--- src/hdl/sct_map.vh ---
`ifndef SCT_MAP_VH
`define SCT_MAP_VH
// Register indices on the plain register port
`define SCT_REG_BAUD 3'h0
`define SCT_REG_CTRL_ONE 3'h1
`define SCT_REG_CTRL_TWO 3'h2
`define SCT_REG_STAT_ONE 3'h3
`define SCT_REG_CTRL_THREE 3'h4
`define SCT_REG_DATA 3'h5
`define SCT_REG_NINTH 3'h6
// control_one_register fields
`define SCT_C1_NINE 0
`define SCT_C1_LBRK 1
// control_two_register fields
`define SCT_C2_RXON 2
`define SCT_C2_TXON 3
`define SCT_C2_BRK 0
// control_three_register fields
`define SCT_C3_TX_POLARITY_INVERT 4
`define SCT_C3_RX_POLARITY_INVERT 5
// status_one_register fields
`define SCT_S1_TX_BUFFER_EMPTY_FLAG 7
`define SCT_S1_TC 6
`define SCT_S1_RX_BUFFER_FULL_FLAG 5
`define SCT_S1_OR 3
`define SCT_S1_FE 1
// ninth-bit register fields
`define SCT_N_R8 7
`define SCT_N_T8 6
// Reset values
`define SCT_BAUD_RST 13'h0_004
`define SCT_BYTE_RST 8'h0_0
// Oversampling
`define SCT_RT_LAST 4'hf
`define SCT_RT_START_CHK 4'h6
`define SCT_RT_S1 4'h7
`define SCT_RT_S2 4'h8
`define SCT_RT_S3 4'h9
// Frame lengths in bit times, counting start and stop
`define SCT_LEN_8 4'ha
`define SCT_LEN_9 4'hb
`define SCT_LEN_BRK_LONG 4'hd
`define SCT_LEN_BRK_LONG9 4'he
`endif

--- src/hdl/sct_baud_gen.v ---
`include "sct_map.vh"
// Divides the bus clock into a 16x bit-rate enable pulse shared by both directions
module sct_baud_gen (
   input wire sys_clk_in,
   input wire rstn_in,
   input wire [12:0] divisor_in,
   output reg tick16_out
);
   reg [12:0] cnt_r;
   always @(posedge sys_clk_in) begin
      if (!rstn_in) begin
         cnt_r <= 13'h0_000;
         tick16_out <= 1'b0;
      end else if (divisor_in == 13'h0_000) begin
         // A zero divisor stops the generator
         cnt_r <= 13'h0_000;
         tick16_out <= 1'b0;
      end else if (cnt_r >= divisor_in - 13'h0_001) begin
         cnt_r <= 13'h0_000;
         tick16_out <= 1'b1;
      end else begin
         cnt_r <= cnt_r + 13'h0_001;
         tick16_out <= 1'b0;
      end
   end
endmodule // sct_baud_gen

--- src/hdl/sct_core.v ---
// Implementation choices: strobed register access and the address map.
`include "sct_map.vh"
// Notes on behaviour
// - Data address reads the receive buffer, writes the transmit buffer; both clear flags.
// - Transmitter and receiver run independently from one shared baud generator.
// - Baud generator counts the bus clock.
// - Receiver re-aligns bit timing on every falling edge within a character.
// - Transmit line idles high after reset; tx polarity invert flips it.
// - Enabling transmit sends one idle frame, then waits for buffer data.
// - Transmit frame is 10 bits, or 11 with nine-bit mode.
// - Free shifter loads waiting buffer on a baud tick; buffer-empty flag sets.
// - Nothing waiting after stop bit: set tx complete, idle high.
// - Disabling transmit releases the pin only after queued activity finishes.
// - Writing break bit one then zero queues one break frame.
// - Break bit still one when break loads queues another break.
// - Break is all zeros, 10, 11, 13 or 14 bit times long.
// - Transmitter keeps the pin through a quick off-on toggle.
// - Receiver works only when enabled; rx polarity invert flips input.
// - Frame is start zero, 8 or 9 data bits LSB first, stop one.
// - Completed character goes to a non-full buffer and sets buffer-full flag.
// - Character arriving while buffer full sets overrun and is dropped.
// - Buffer-full flag clears only by a two-access sequence, not by writes.
// - Sequence is status read with flag set, then data read.
// - Sixteen samples per bit; majority of slots eight, nine and ten.
module sct_core (
   input wire sys_clk_in,
   input wire rstn_in,
   input wire [2:0] addr_in,
   input wire [7:0] wdata_in,
   input wire wr_in,
   input wire rd_in,
   input wire rxd_in,
   output reg [7:0] rdata_out,
   output reg txd_out,
   output reg txd_oe_n_out
);
   localparam TX_IDLE = 2'b00;
   localparam TX_SHIFT = 2'b01;
   localparam RX_IDLE = 2'b00;
   localparam RX_START = 2'b01;
   localparam RX_DATA = 2'b10;

   reg [12:0] baud_r;
   reg nine_r, lbrk_r, rxon_r, txon_r, brk_r, tx_polarity_invert_r, rx_polarity_invert_r, t8_r, r8_r;
   reg [7:0] txbuf_r, rxbuf_r;
   reg tx_buffer_empty_flag_r, tc_r, rx_buffer_full_flag_r, or_r, fe_r;
   reg tx_buffer_empty_flag_seen_r, rx_buffer_full_flag_seen_r;
   reg idle_q_r, brk_q_r, txact_r;
   wire tick16;

   // Frame length in bit times for data or break
   function [3:0] frame_len;
      input nine;
      input brk;
      input lng;
      begin
         if (brk && lng)
            frame_len = nine ? `SCT_LEN_BRK_LONG9 : `SCT_LEN_BRK_LONG;
         else
            frame_len = nine ? `SCT_LEN_9 : `SCT_LEN_8;
      end
   endfunction

   function is_acc;
      input strobe;
      input [2:0] a;
      input [2:0] reg_idx;
      begin
         is_acc = strobe && (a == reg_idx);
      end
   endfunction

   wire data_rd = is_acc(rd_in, addr_in, `SCT_REG_DATA);
   wire data_wr = is_acc(wr_in, addr_in, `SCT_REG_DATA);
   wire stat_rd = is_acc(rd_in, addr_in, `SCT_REG_STAT_ONE);
   wire c2_wr = is_acc(wr_in, addr_in, `SCT_REG_CTRL_TWO);

   sct_baud_gen u_baud (
      .sys_clk_in(sys_clk_in),
      .rstn_in(rstn_in),
      .divisor_in(baud_r),
      .tick16_out(tick16)
   );

   // Transmitter
   reg [1:0] tx_st_r;
   reg [3:0] tx_sub_r;
   reg [3:0] tx_bits_r;
   reg [10:0] tx_sh_r;
   reg tx_brk_frame_r;
   wire tx_bit_tick = tick16 && (tx_sub_r == `SCT_RT_LAST);
   wire c2_txon_new = wdata_in[`SCT_C2_TXON];
   wire c2_brk_new = wdata_in[`SCT_C2_BRK];
   wire tx_done = (tx_st_r == TX_SHIFT) && tx_bit_tick && (tx_bits_r == 4'h1);
   // A load slot is the last bit edge of a frame, or any bit edge while idle but active
   wire tx_slot = tx_bit_tick && ((tx_st_r == TX_IDLE && txact_r) || tx_done);

   always @(posedge sys_clk_in) begin
      if (!rstn_in) begin
         tx_st_r <= TX_IDLE;
         tx_sub_r <= 4'h0;
         tx_bits_r <= 4'h0;
         tx_sh_r <= 11'h7_ff;
         tx_brk_frame_r <= 1'b0;
         idle_q_r <= 1'b0;
         brk_q_r <= 1'b0;
         txact_r <= 1'b0;
         tx_buffer_empty_flag_r <= 1'b1;
         tc_r <= 1'b1;
         tx_buffer_empty_flag_seen_r <= 1'b0;
      end else begin
         if (tick16)
            tx_sub_r <= tx_sub_r + 4'h1;
         // Off-then-on of transmit_on queues idle; on from a dead state queues preamble
         if (c2_wr && c2_txon_new && !txon_r) begin
            idle_q_r <= 1'b1;
            txact_r <= 1'b1;
            tc_r <= 1'b0;
         end
         if (c2_wr && !c2_brk_new && brk_r) begin
            brk_q_r <= 1'b1;
            tc_r <= 1'b0;
         end
         if (stat_rd && tx_buffer_empty_flag_r)
            tx_buffer_empty_flag_seen_r <= 1'b1;
         if (data_wr && tx_buffer_empty_flag_seen_r) begin
            tx_buffer_empty_flag_r <= 1'b0;
            tx_buffer_empty_flag_seen_r <= 1'b0;
            tc_r <= 1'b0;
         end
         case (tx_st_r)
            TX_IDLE, TX_SHIFT: begin
               if (tx_st_r == TX_SHIFT && tx_bit_tick) begin
                  // LSB first, each level held sixteen sub-ticks
                  tx_sh_r <= {!tx_brk_frame_r, tx_sh_r[10:1]};
                  tx_bits_r <= tx_bits_r - 4'h1;
               end
               // Reload at the last bit edge itself, so queued frames leave no idle gap
               if (tx_slot) begin
                  tx_st_r <= TX_SHIFT;
                  if (idle_q_r) begin
                     idle_q_r <= 1'b0;
                     tx_sh_r <= 11'h7_ff;
                     tx_brk_frame_r <= 1'b0;
                     tx_bits_r <= frame_len(nine_r, 1'b0, lbrk_r);
                  end else if (brk_q_r) begin
                     // a break bit still set re-queues the next break
                     brk_q_r <= brk_r;
                     tx_sh_r <= 11'h0_00;
                     tx_brk_frame_r <= 1'b1;
                     tx_bits_r <= frame_len(nine_r, 1'b1, lbrk_r);
                  end else if (!tx_buffer_empty_flag_r) begin
                     tx_buffer_empty_flag_r <= 1'b1;
                     tx_brk_frame_r <= 1'b0;
                     tx_sh_r <= nine_r ? {1'b1, t8_r, txbuf_r, 1'b0}
                                       : {2'b11, txbuf_r, 1'b0};
                     tx_bits_r <= frame_len(nine_r, 1'b0, lbrk_r);
                  end else begin
                     tx_st_r <= TX_IDLE;
                     tx_sh_r <= 11'h7_ff;
                     if (tx_done)
                        tc_r <= 1'b1;
                     if (!txon_r)
                        txact_r <= 1'b0;
                  end
               end
            end
            default: tx_st_r <= TX_IDLE;
         endcase
      end
   end

   // Pin stage: idles high, polarity applied last, enable low while driven
   always @(posedge sys_clk_in) begin
      if (!rstn_in) begin
         txd_out <= 1'b1;
         txd_oe_n_out <= 1'b1;
      end else begin
         txd_out <= tx_sh_r[0] ^ tx_polarity_invert_r;
         txd_oe_n_out <= !(txact_r || txon_r)
                         || (tx_done && !txon_r && tx_buffer_empty_flag_r && !idle_q_r && !brk_q_r);
      end
   end

   // Receiver
   reg [1:0] rx_st_r;
   reg [3:0] rx_sub_r;
   reg [3:0] rx_bits_r;
   reg [9:0] rx_sh_r;
   reg [2:0] rx_vote_r;
   reg rx_prev_r;
   wire rx_in = rxd_in ^ rx_polarity_invert_r;
   wire rx_fall = rx_prev_r && !rx_in;
   wire rx_maj = (rx_vote_r[0] & rx_vote_r[1]) | (rx_vote_r[1] & rx_vote_r[2])
                 | (rx_vote_r[0] & rx_vote_r[2]);

   always @(posedge sys_clk_in) begin
      if (!rstn_in || !rxon_r) begin
         rx_st_r <= RX_IDLE;
         rx_sub_r <= 4'h0;
         rx_bits_r <= 4'h0;
         rx_sh_r <= 10'h0_00;
         rx_vote_r <= 3'h7;
         rx_prev_r <= 1'b1;
      end else if (tick16) begin
         rx_prev_r <= rx_in;
         rx_sub_r <= rx_sub_r + 4'h1;
         if (rx_sub_r == `SCT_RT_S1)
            rx_vote_r[0] <= rx_in;
         if (rx_sub_r == `SCT_RT_S2)
            rx_vote_r[1] <= rx_in;
         if (rx_sub_r == `SCT_RT_S3)
            rx_vote_r[2] <= rx_in;
         case (rx_st_r)
            RX_IDLE: begin
               if (rx_fall) begin
                  rx_sub_r <= 4'h1;
                  rx_st_r <= RX_START;
               end
            end
            RX_START: begin
               // Glitch rejection: a start bit high at mid-bit is abandoned
               if (rx_sub_r == `SCT_RT_START_CHK && rx_in)
                  rx_st_r <= RX_IDLE;
               else if (rx_sub_r == `SCT_RT_LAST) begin
                  rx_bits_r <= frame_len(nine_r, 1'b0, 1'b0) - 4'h1;
                  rx_st_r <= RX_DATA;
               end
            end
            RX_DATA: begin
               if (rx_fall)
                  rx_sub_r <= 4'h1;
               if (rx_sub_r == `SCT_RT_LAST) begin
                  rx_sh_r <= {rx_maj, rx_sh_r[9:1]};
                  rx_bits_r <= rx_bits_r - 4'h1;
                  if (rx_bits_r == 4'h1)
                     rx_st_r <= RX_IDLE;
               end
            end
            default: rx_st_r <= RX_IDLE;
         endcase
      end
   end

   wire rx_done = rxon_r && tick16 && (rx_st_r == RX_DATA) && (rx_sub_r == `SCT_RT_LAST)
                  && (rx_bits_r == 4'h1);
   // Final shift brings the stop bit in at the top
   wire [9:0] rx_frame = {rx_maj, rx_sh_r[9:1]};

   // Receive buffer and its flags; a set always beats the clearing access
   always @(posedge sys_clk_in) begin
      if (!rstn_in) begin
         rxbuf_r <= `SCT_BYTE_RST;
         r8_r <= 1'b0;
         rx_buffer_full_flag_r <= 1'b0;
         or_r <= 1'b0;
         fe_r <= 1'b0;
         rx_buffer_full_flag_seen_r <= 1'b0;
      end else begin
         if (stat_rd && rx_buffer_full_flag_r)
            rx_buffer_full_flag_seen_r <= 1'b1;
         if (data_rd && rx_buffer_full_flag_seen_r) begin
            rx_buffer_full_flag_r <= 1'b0;
            or_r <= 1'b0;
            fe_r <= 1'b0;
            rx_buffer_full_flag_seen_r <= 1'b0;
         end
         if (rx_done) begin
            if (rx_buffer_full_flag_r && !(data_rd && rx_buffer_full_flag_seen_r)) begin
               or_r <= 1'b1;
            end else begin
               rx_buffer_full_flag_r <= 1'b1;
               rx_buffer_full_flag_seen_r <= 1'b0;
               fe_r <= !rx_frame[9];
               if (nine_r) begin
                  rxbuf_r <= rx_frame[7:0];
                  r8_r <= rx_frame[8];
               end else
                  rxbuf_r <= rx_frame[8:1];
            end
         end
      end
   end

   // Register writes
   always @(posedge sys_clk_in) begin
      if (!rstn_in) begin
         baud_r <= `SCT_BAUD_RST;
         nine_r <= 1'b0;
         lbrk_r <= 1'b0;
         rxon_r <= 1'b0;
         txon_r <= 1'b0;
         brk_r <= 1'b0;
         tx_polarity_invert_r <= 1'b0;
         rx_polarity_invert_r <= 1'b0;
         t8_r <= 1'b0;
         txbuf_r <= `SCT_BYTE_RST;
      end else if (wr_in) begin
         case (addr_in)
            `SCT_REG_BAUD: baud_r <= {5'h0_0, wdata_in};
            `SCT_REG_CTRL_ONE: begin
               nine_r <= wdata_in[`SCT_C1_NINE];
               lbrk_r <= wdata_in[`SCT_C1_LBRK];
            end
            `SCT_REG_CTRL_TWO: begin
               rxon_r <= wdata_in[`SCT_C2_RXON];
               txon_r <= wdata_in[`SCT_C2_TXON];
               brk_r <= wdata_in[`SCT_C2_BRK];
            end
            `SCT_REG_CTRL_THREE: begin
               tx_polarity_invert_r <= wdata_in[`SCT_C3_TX_POLARITY_INVERT];
               rx_polarity_invert_r <= wdata_in[`SCT_C3_RX_POLARITY_INVERT];
            end
            `SCT_REG_DATA: txbuf_r <= wdata_in;
            `SCT_REG_NINTH: t8_r <= wdata_in[`SCT_N_T8];
            default: ;
         endcase
      end
   end

   // Read data one cycle after the strobe, zero otherwise
   always @(posedge sys_clk_in) begin
      if (!rstn_in)
         rdata_out <= `SCT_BYTE_RST;
      else if (rd_in) begin
         case (addr_in)
            `SCT_REG_BAUD: rdata_out <= baud_r[7:0];
            `SCT_REG_CTRL_ONE: rdata_out <= {6'h00, lbrk_r, nine_r};
            `SCT_REG_CTRL_TWO: rdata_out <= {4'h0, txon_r, rxon_r, 1'b0, brk_r};
            `SCT_REG_STAT_ONE:
               rdata_out <= {tx_buffer_empty_flag_r, tc_r, rx_buffer_full_flag_r, 1'b0, or_r, 1'b0, fe_r, 1'b0};
            `SCT_REG_CTRL_THREE: rdata_out <= {2'b00, rx_polarity_invert_r, tx_polarity_invert_r, 4'h0};
            `SCT_REG_DATA: rdata_out <= rxbuf_r;
            `SCT_REG_NINTH: rdata_out <= {r8_r, t8_r, 6'h00};
            default: rdata_out <= `SCT_BYTE_RST;
         endcase
      end else
         rdata_out <= `SCT_BYTE_RST;
   end
endmodule // sct_core

--- config.mk ---
export PLATFORM = sky130hd
export DESIGN_NAME = sct_core
export DESIGN_NICKNAME = d
export VERILOG_FILES = /design/src/hdl/sct_baud_gen.v /design/src/hdl/sct_core.v
export VERILOG_INCLUDE_DIRS = /design/src /design/src/hdl
export SDC_FILE = /design/constraint.sdc
export NUM_CORES = 1
export LEC_CHECK = 0
export BUFFER_PORTS_ARGS = -buffer_cell sky130_fd_sc_hd__buf_2
export CORE_ASPECT_RATIO = 0.8
export CORE_UTILIZATION = 60
export CTS_BUF_LIST = sky130_fd_sc_hd__clkbuf_8
export CTS_CLUSTER_SIZE = 16
export DETAILED_ROUTE_END_ITERATION = 16
export PLACE_DENSITY = 0.88
export SLEW_MARGIN = 20
export SYNTH_ARGS = -nofsm -noshare
export SYNTH_HDL_FRONTEND = slang
export SYNTH_HIERARCHICAL = 1
export SYNTH_SLANG_ARGS = --single-unit
--- constraint.sdc ---
create_clock -name sys_clk_in -period 4.61 [get_ports sys_clk_in]
set_input_delay 0.2305 -clock sys_clk_in [delete_from_list [all_inputs] [get_ports sys_clk_in]]
set_output_delay 0.2305 -clock sys_clk_in [all_outputs]
set_load 0.01 [all_outputs]
==> flow_metrics.env <==
export IMPL_grt_usage_pct=26.9
export IMPL_h_tree_depth=3
export IMPL_synthesis_area_um2=5650
export IMPL_reg2reg_depth=7
export IMPL_crit_buf_inv=0
export IMPL_vdd_drop_max_mv=0.235
export IMPL_critPathRequiredTime_ns=4.83
export IMPL_vias_per_cell=6.25
export IMPL_drive_above_1_share_pct=7.74
export IMPL_yosys_warnings=6
export IMPL_clock_sinks=111
export IMPL_dp_slack_ns=1.24
export IMPL_status="finished clean"
export IMPL_cap_viol_max_count=0
export IMPL_cp_common_cell="or4_1"
export IMPL_crit_slowest_cell="a21oi_1"
export IMPL_insertion_delay_ns=0.38
export IMPL_drc=0
export IMPL_max_stage_delay_ns=0.86
export IMPL_slew_headroom_pct=27.7
export IMPL_cp_arrival_ns=3.69
export IMPL_drt_iter0_markers=433
export IMPL_synth_edf_count=0
export IMPL_ios=26
export IMPL_grt_pass1_vias=4331
export IMPL_hold_viol=0
export IMPL_cts_setup_buffers=0
export IMPL_ys_seq_area_share_pct=39.3
export IMPL_drtAntennaViolNets=0
export IMPL_period_needed_ns=3.47
export IMPL_synth_seq_cells=111
export IMPL_cts_repair_resized=0
export IMPL_dieArea_um2=9810
export IMPL_fin_crit_sh_pct=75.4
export IMPL_worstSetupEndpointType="flip-flop"
export IMPL_tns_ns=0
export IMPL_worst_clock_skew_ns=0.00935
export IMPL_initial_utilization_pct=62.0
export IMPL_grt_max_degree=54
export IMPL_setup_violations=0
export IMPL_via_count=4997
export IMPL_gp_congestion=0.878
export IMPL_area_growth_pct=6.09
export IMPL_layout_commonest_cell="dfxtp_1"
export IMPL_routed_wl_mm=13.1
export IMPL_fmax_mhz=288
export IMPL_die_w_um=110
export IMPL_hold_depth=3
export IMPL_hold_buffers=0
export IMPL_clockRootBuffer="clkbuf_8"
export IMPL_rsz0062_at_grt="no"
export IMPL_first_pass_iters=5
export IMPL_final_max_slew_viol_count=0
export IMPL_crit_type="flip-flop to flip-flop"
export IMPL_wire_per_inst_um=16.4
export IMPL_async_reset_ff_share_pct=0
export IMPL_yosys_cell_types_count=68
export IMPL_place_hpwl_mm=9.29
export IMPL_clk_pin_slew_ns=0.10
export IMPL_hp_class="primary input to flip-flop"
export IMPL_cp_start_kind="flip-flop"
export IMPL_synth_cells=670
export IMPL_p_per_area_nw_per_um2=278
export IMPL_worst_path_stages=7
export IMPL_numCtsBuffers=9
export IMPL_crit_chain="or4_1 -> or4_1 -> xor2_1 -> ha_1 -> nand4_1 -> a21oi_1 -> nor4_1"
export IMPL_final_cell_mix="dfxtp_1, nand2_1, a21oi_1"
export IMPL_clockBufferDepth=2
export IMPL_diodes=0
export IMPL_cts_tree="yes"
export IMPL_fin_nets=722
export IMPL_worst_slack_ns=1.14
export IMPL_tightest_slew_ns=1.07
export IMPL_portBuffers=25
export IMPL_synth_area_per_cell_um2=8.43
export IMPL_crit_fanout=14
export IMPL_cp_top_family="simple AND/OR/NAND/NOR gates"
export IMPL_synth_ff_type="dfxtp_1"
export IMPL_rows=31
export IMPL_antenna_found_initial=0
export IMPL_fp_coreArea_um2=9110
export IMPL_grt_overflow=0
export IMPL_grt_pass1_wl_mm=21.0
export IMPL_chipHeight_um=88.8
export IMPL_leakage_nw=2.07
stage by stage:
step	utilization (%)	instances	hold slack (ns)	power [mW]	instance area (µm²)
after detailed placement	63.6	784	0.448	1.10	5790
final	65.8	800	0.111	1.67	5990
after global routing	65.8	800	0.102	1.72	5990
after floorplan	-	683	0.354	1.07	5700
after CTS	65.7	800	0.0864	1.68	5990
after global placement	63.6	784	0.440	1.10	5790
flip-flops by register name, summed over array words and instances, names as in the netlist, 2 cells and up:
register,count
rx_vote_r,3
rx_sh_r,9
u_baud/cnt_r,13
tx_sh_r,11
txbuf_r,8
tx_sub_r,4
tx_bits_r,4
baud_r,8
rx_bits_r,4
rxbuf_r,8
rx_st_r,2
rdata_out,8
rx_sub_r,4
worst paths after layout:
| check | start | end | slack (ns) |
|---|---|---|---|
| worst max-delay path | baud_r[4] | u_baud/cnt_r[8] | 1.14 |
| worst min-delay path | wdata_in[5] | txbuf_r[5] | 0.11 |
| worst max register to register | baud_r[4] | u_baud/cnt_r[8] | 1.14 |
| worst min register to register | rx_sh_r[1] | rx_sh_r[1] | 0.46 |
where the power goes:
part           total (mW)  switching (mW)  internal, mW  leakage (nW)
combinational       0.107          0.0699        0.0371          1.07
clock               0.581           0.328         0.253         0.104
sequential          0.978          0.0110         0.968         0.897
total                1.67           0.409          1.26          2.07
worst register-to-register path: stages, from the launching register on:
cell,delay [ns]
dfxtp_1,0.38
or4_1,0.67
or4_1,0.57
xor2_1,0.16
ha_1,0.33
nand4_1,0.18
a21oi_1,0.86
nor4_1,0.18
Yosys cell counts, types with 4 or more instances:
library cell	number	area, µm²
nor4_1	17	106
nand4_1	12	75.1
ha_1	26	325
clkbuf_1	24	90.1
a31oi_1	14	87.6
nor3b_1	4	30.0
nand3_1	29	145
a211oi_1	13	97.6
a221oi_1	7	61.3
a22oi_1	9	67.6
a22o_1	4	35.0
o21ai_0	12	60.1
dfxtp_1	111	2220
nand2_1	91	342
o21a_1	6	45.0
nor3_1	16	80.1
o211ai_1	7	52.6
inv_1	19	71.3
xor2_1	7	61.3
nand3b_1	5	37.5
nor2b_1	8	50.1
buf_2	11	55.1
xnor2_1	21	184
a21oi_1	59	295
mux2i_1	23	230
nor2_1	44	165
kinds of logic after synthesis:
logic type / share of synthesized area, %
muxes: 4.47
AOI/OAI and AO/OA: 18.3
buffers and inverters: 4.58
xor gates and xnor gates: 4.34
DFF: 39.3
and+or+nand+nor: 22.9
adders and majority gates: 5.94
other: 0.0664
final cells by class:
cell class                 instances  area (µm²)
clock buffer                       9         124
clock inverter                     7        71.3
fill                             733        3120
inverter                          21        78.8
multi-input combinational        511        3220
sequential                       111        2220
tap                              115         144
timing repair buffer              26         133
layer usage:
metal	GRT usage, %	vias up	wire length (µm)
li1	-	2433	-
met1	36.7	2366	5970
met2	41.9	173	5930
met3	6.16	25	978
met4	10.2	0	240
met5	0	-	0
Note: power is estimated with default switching activity, not from simulation.
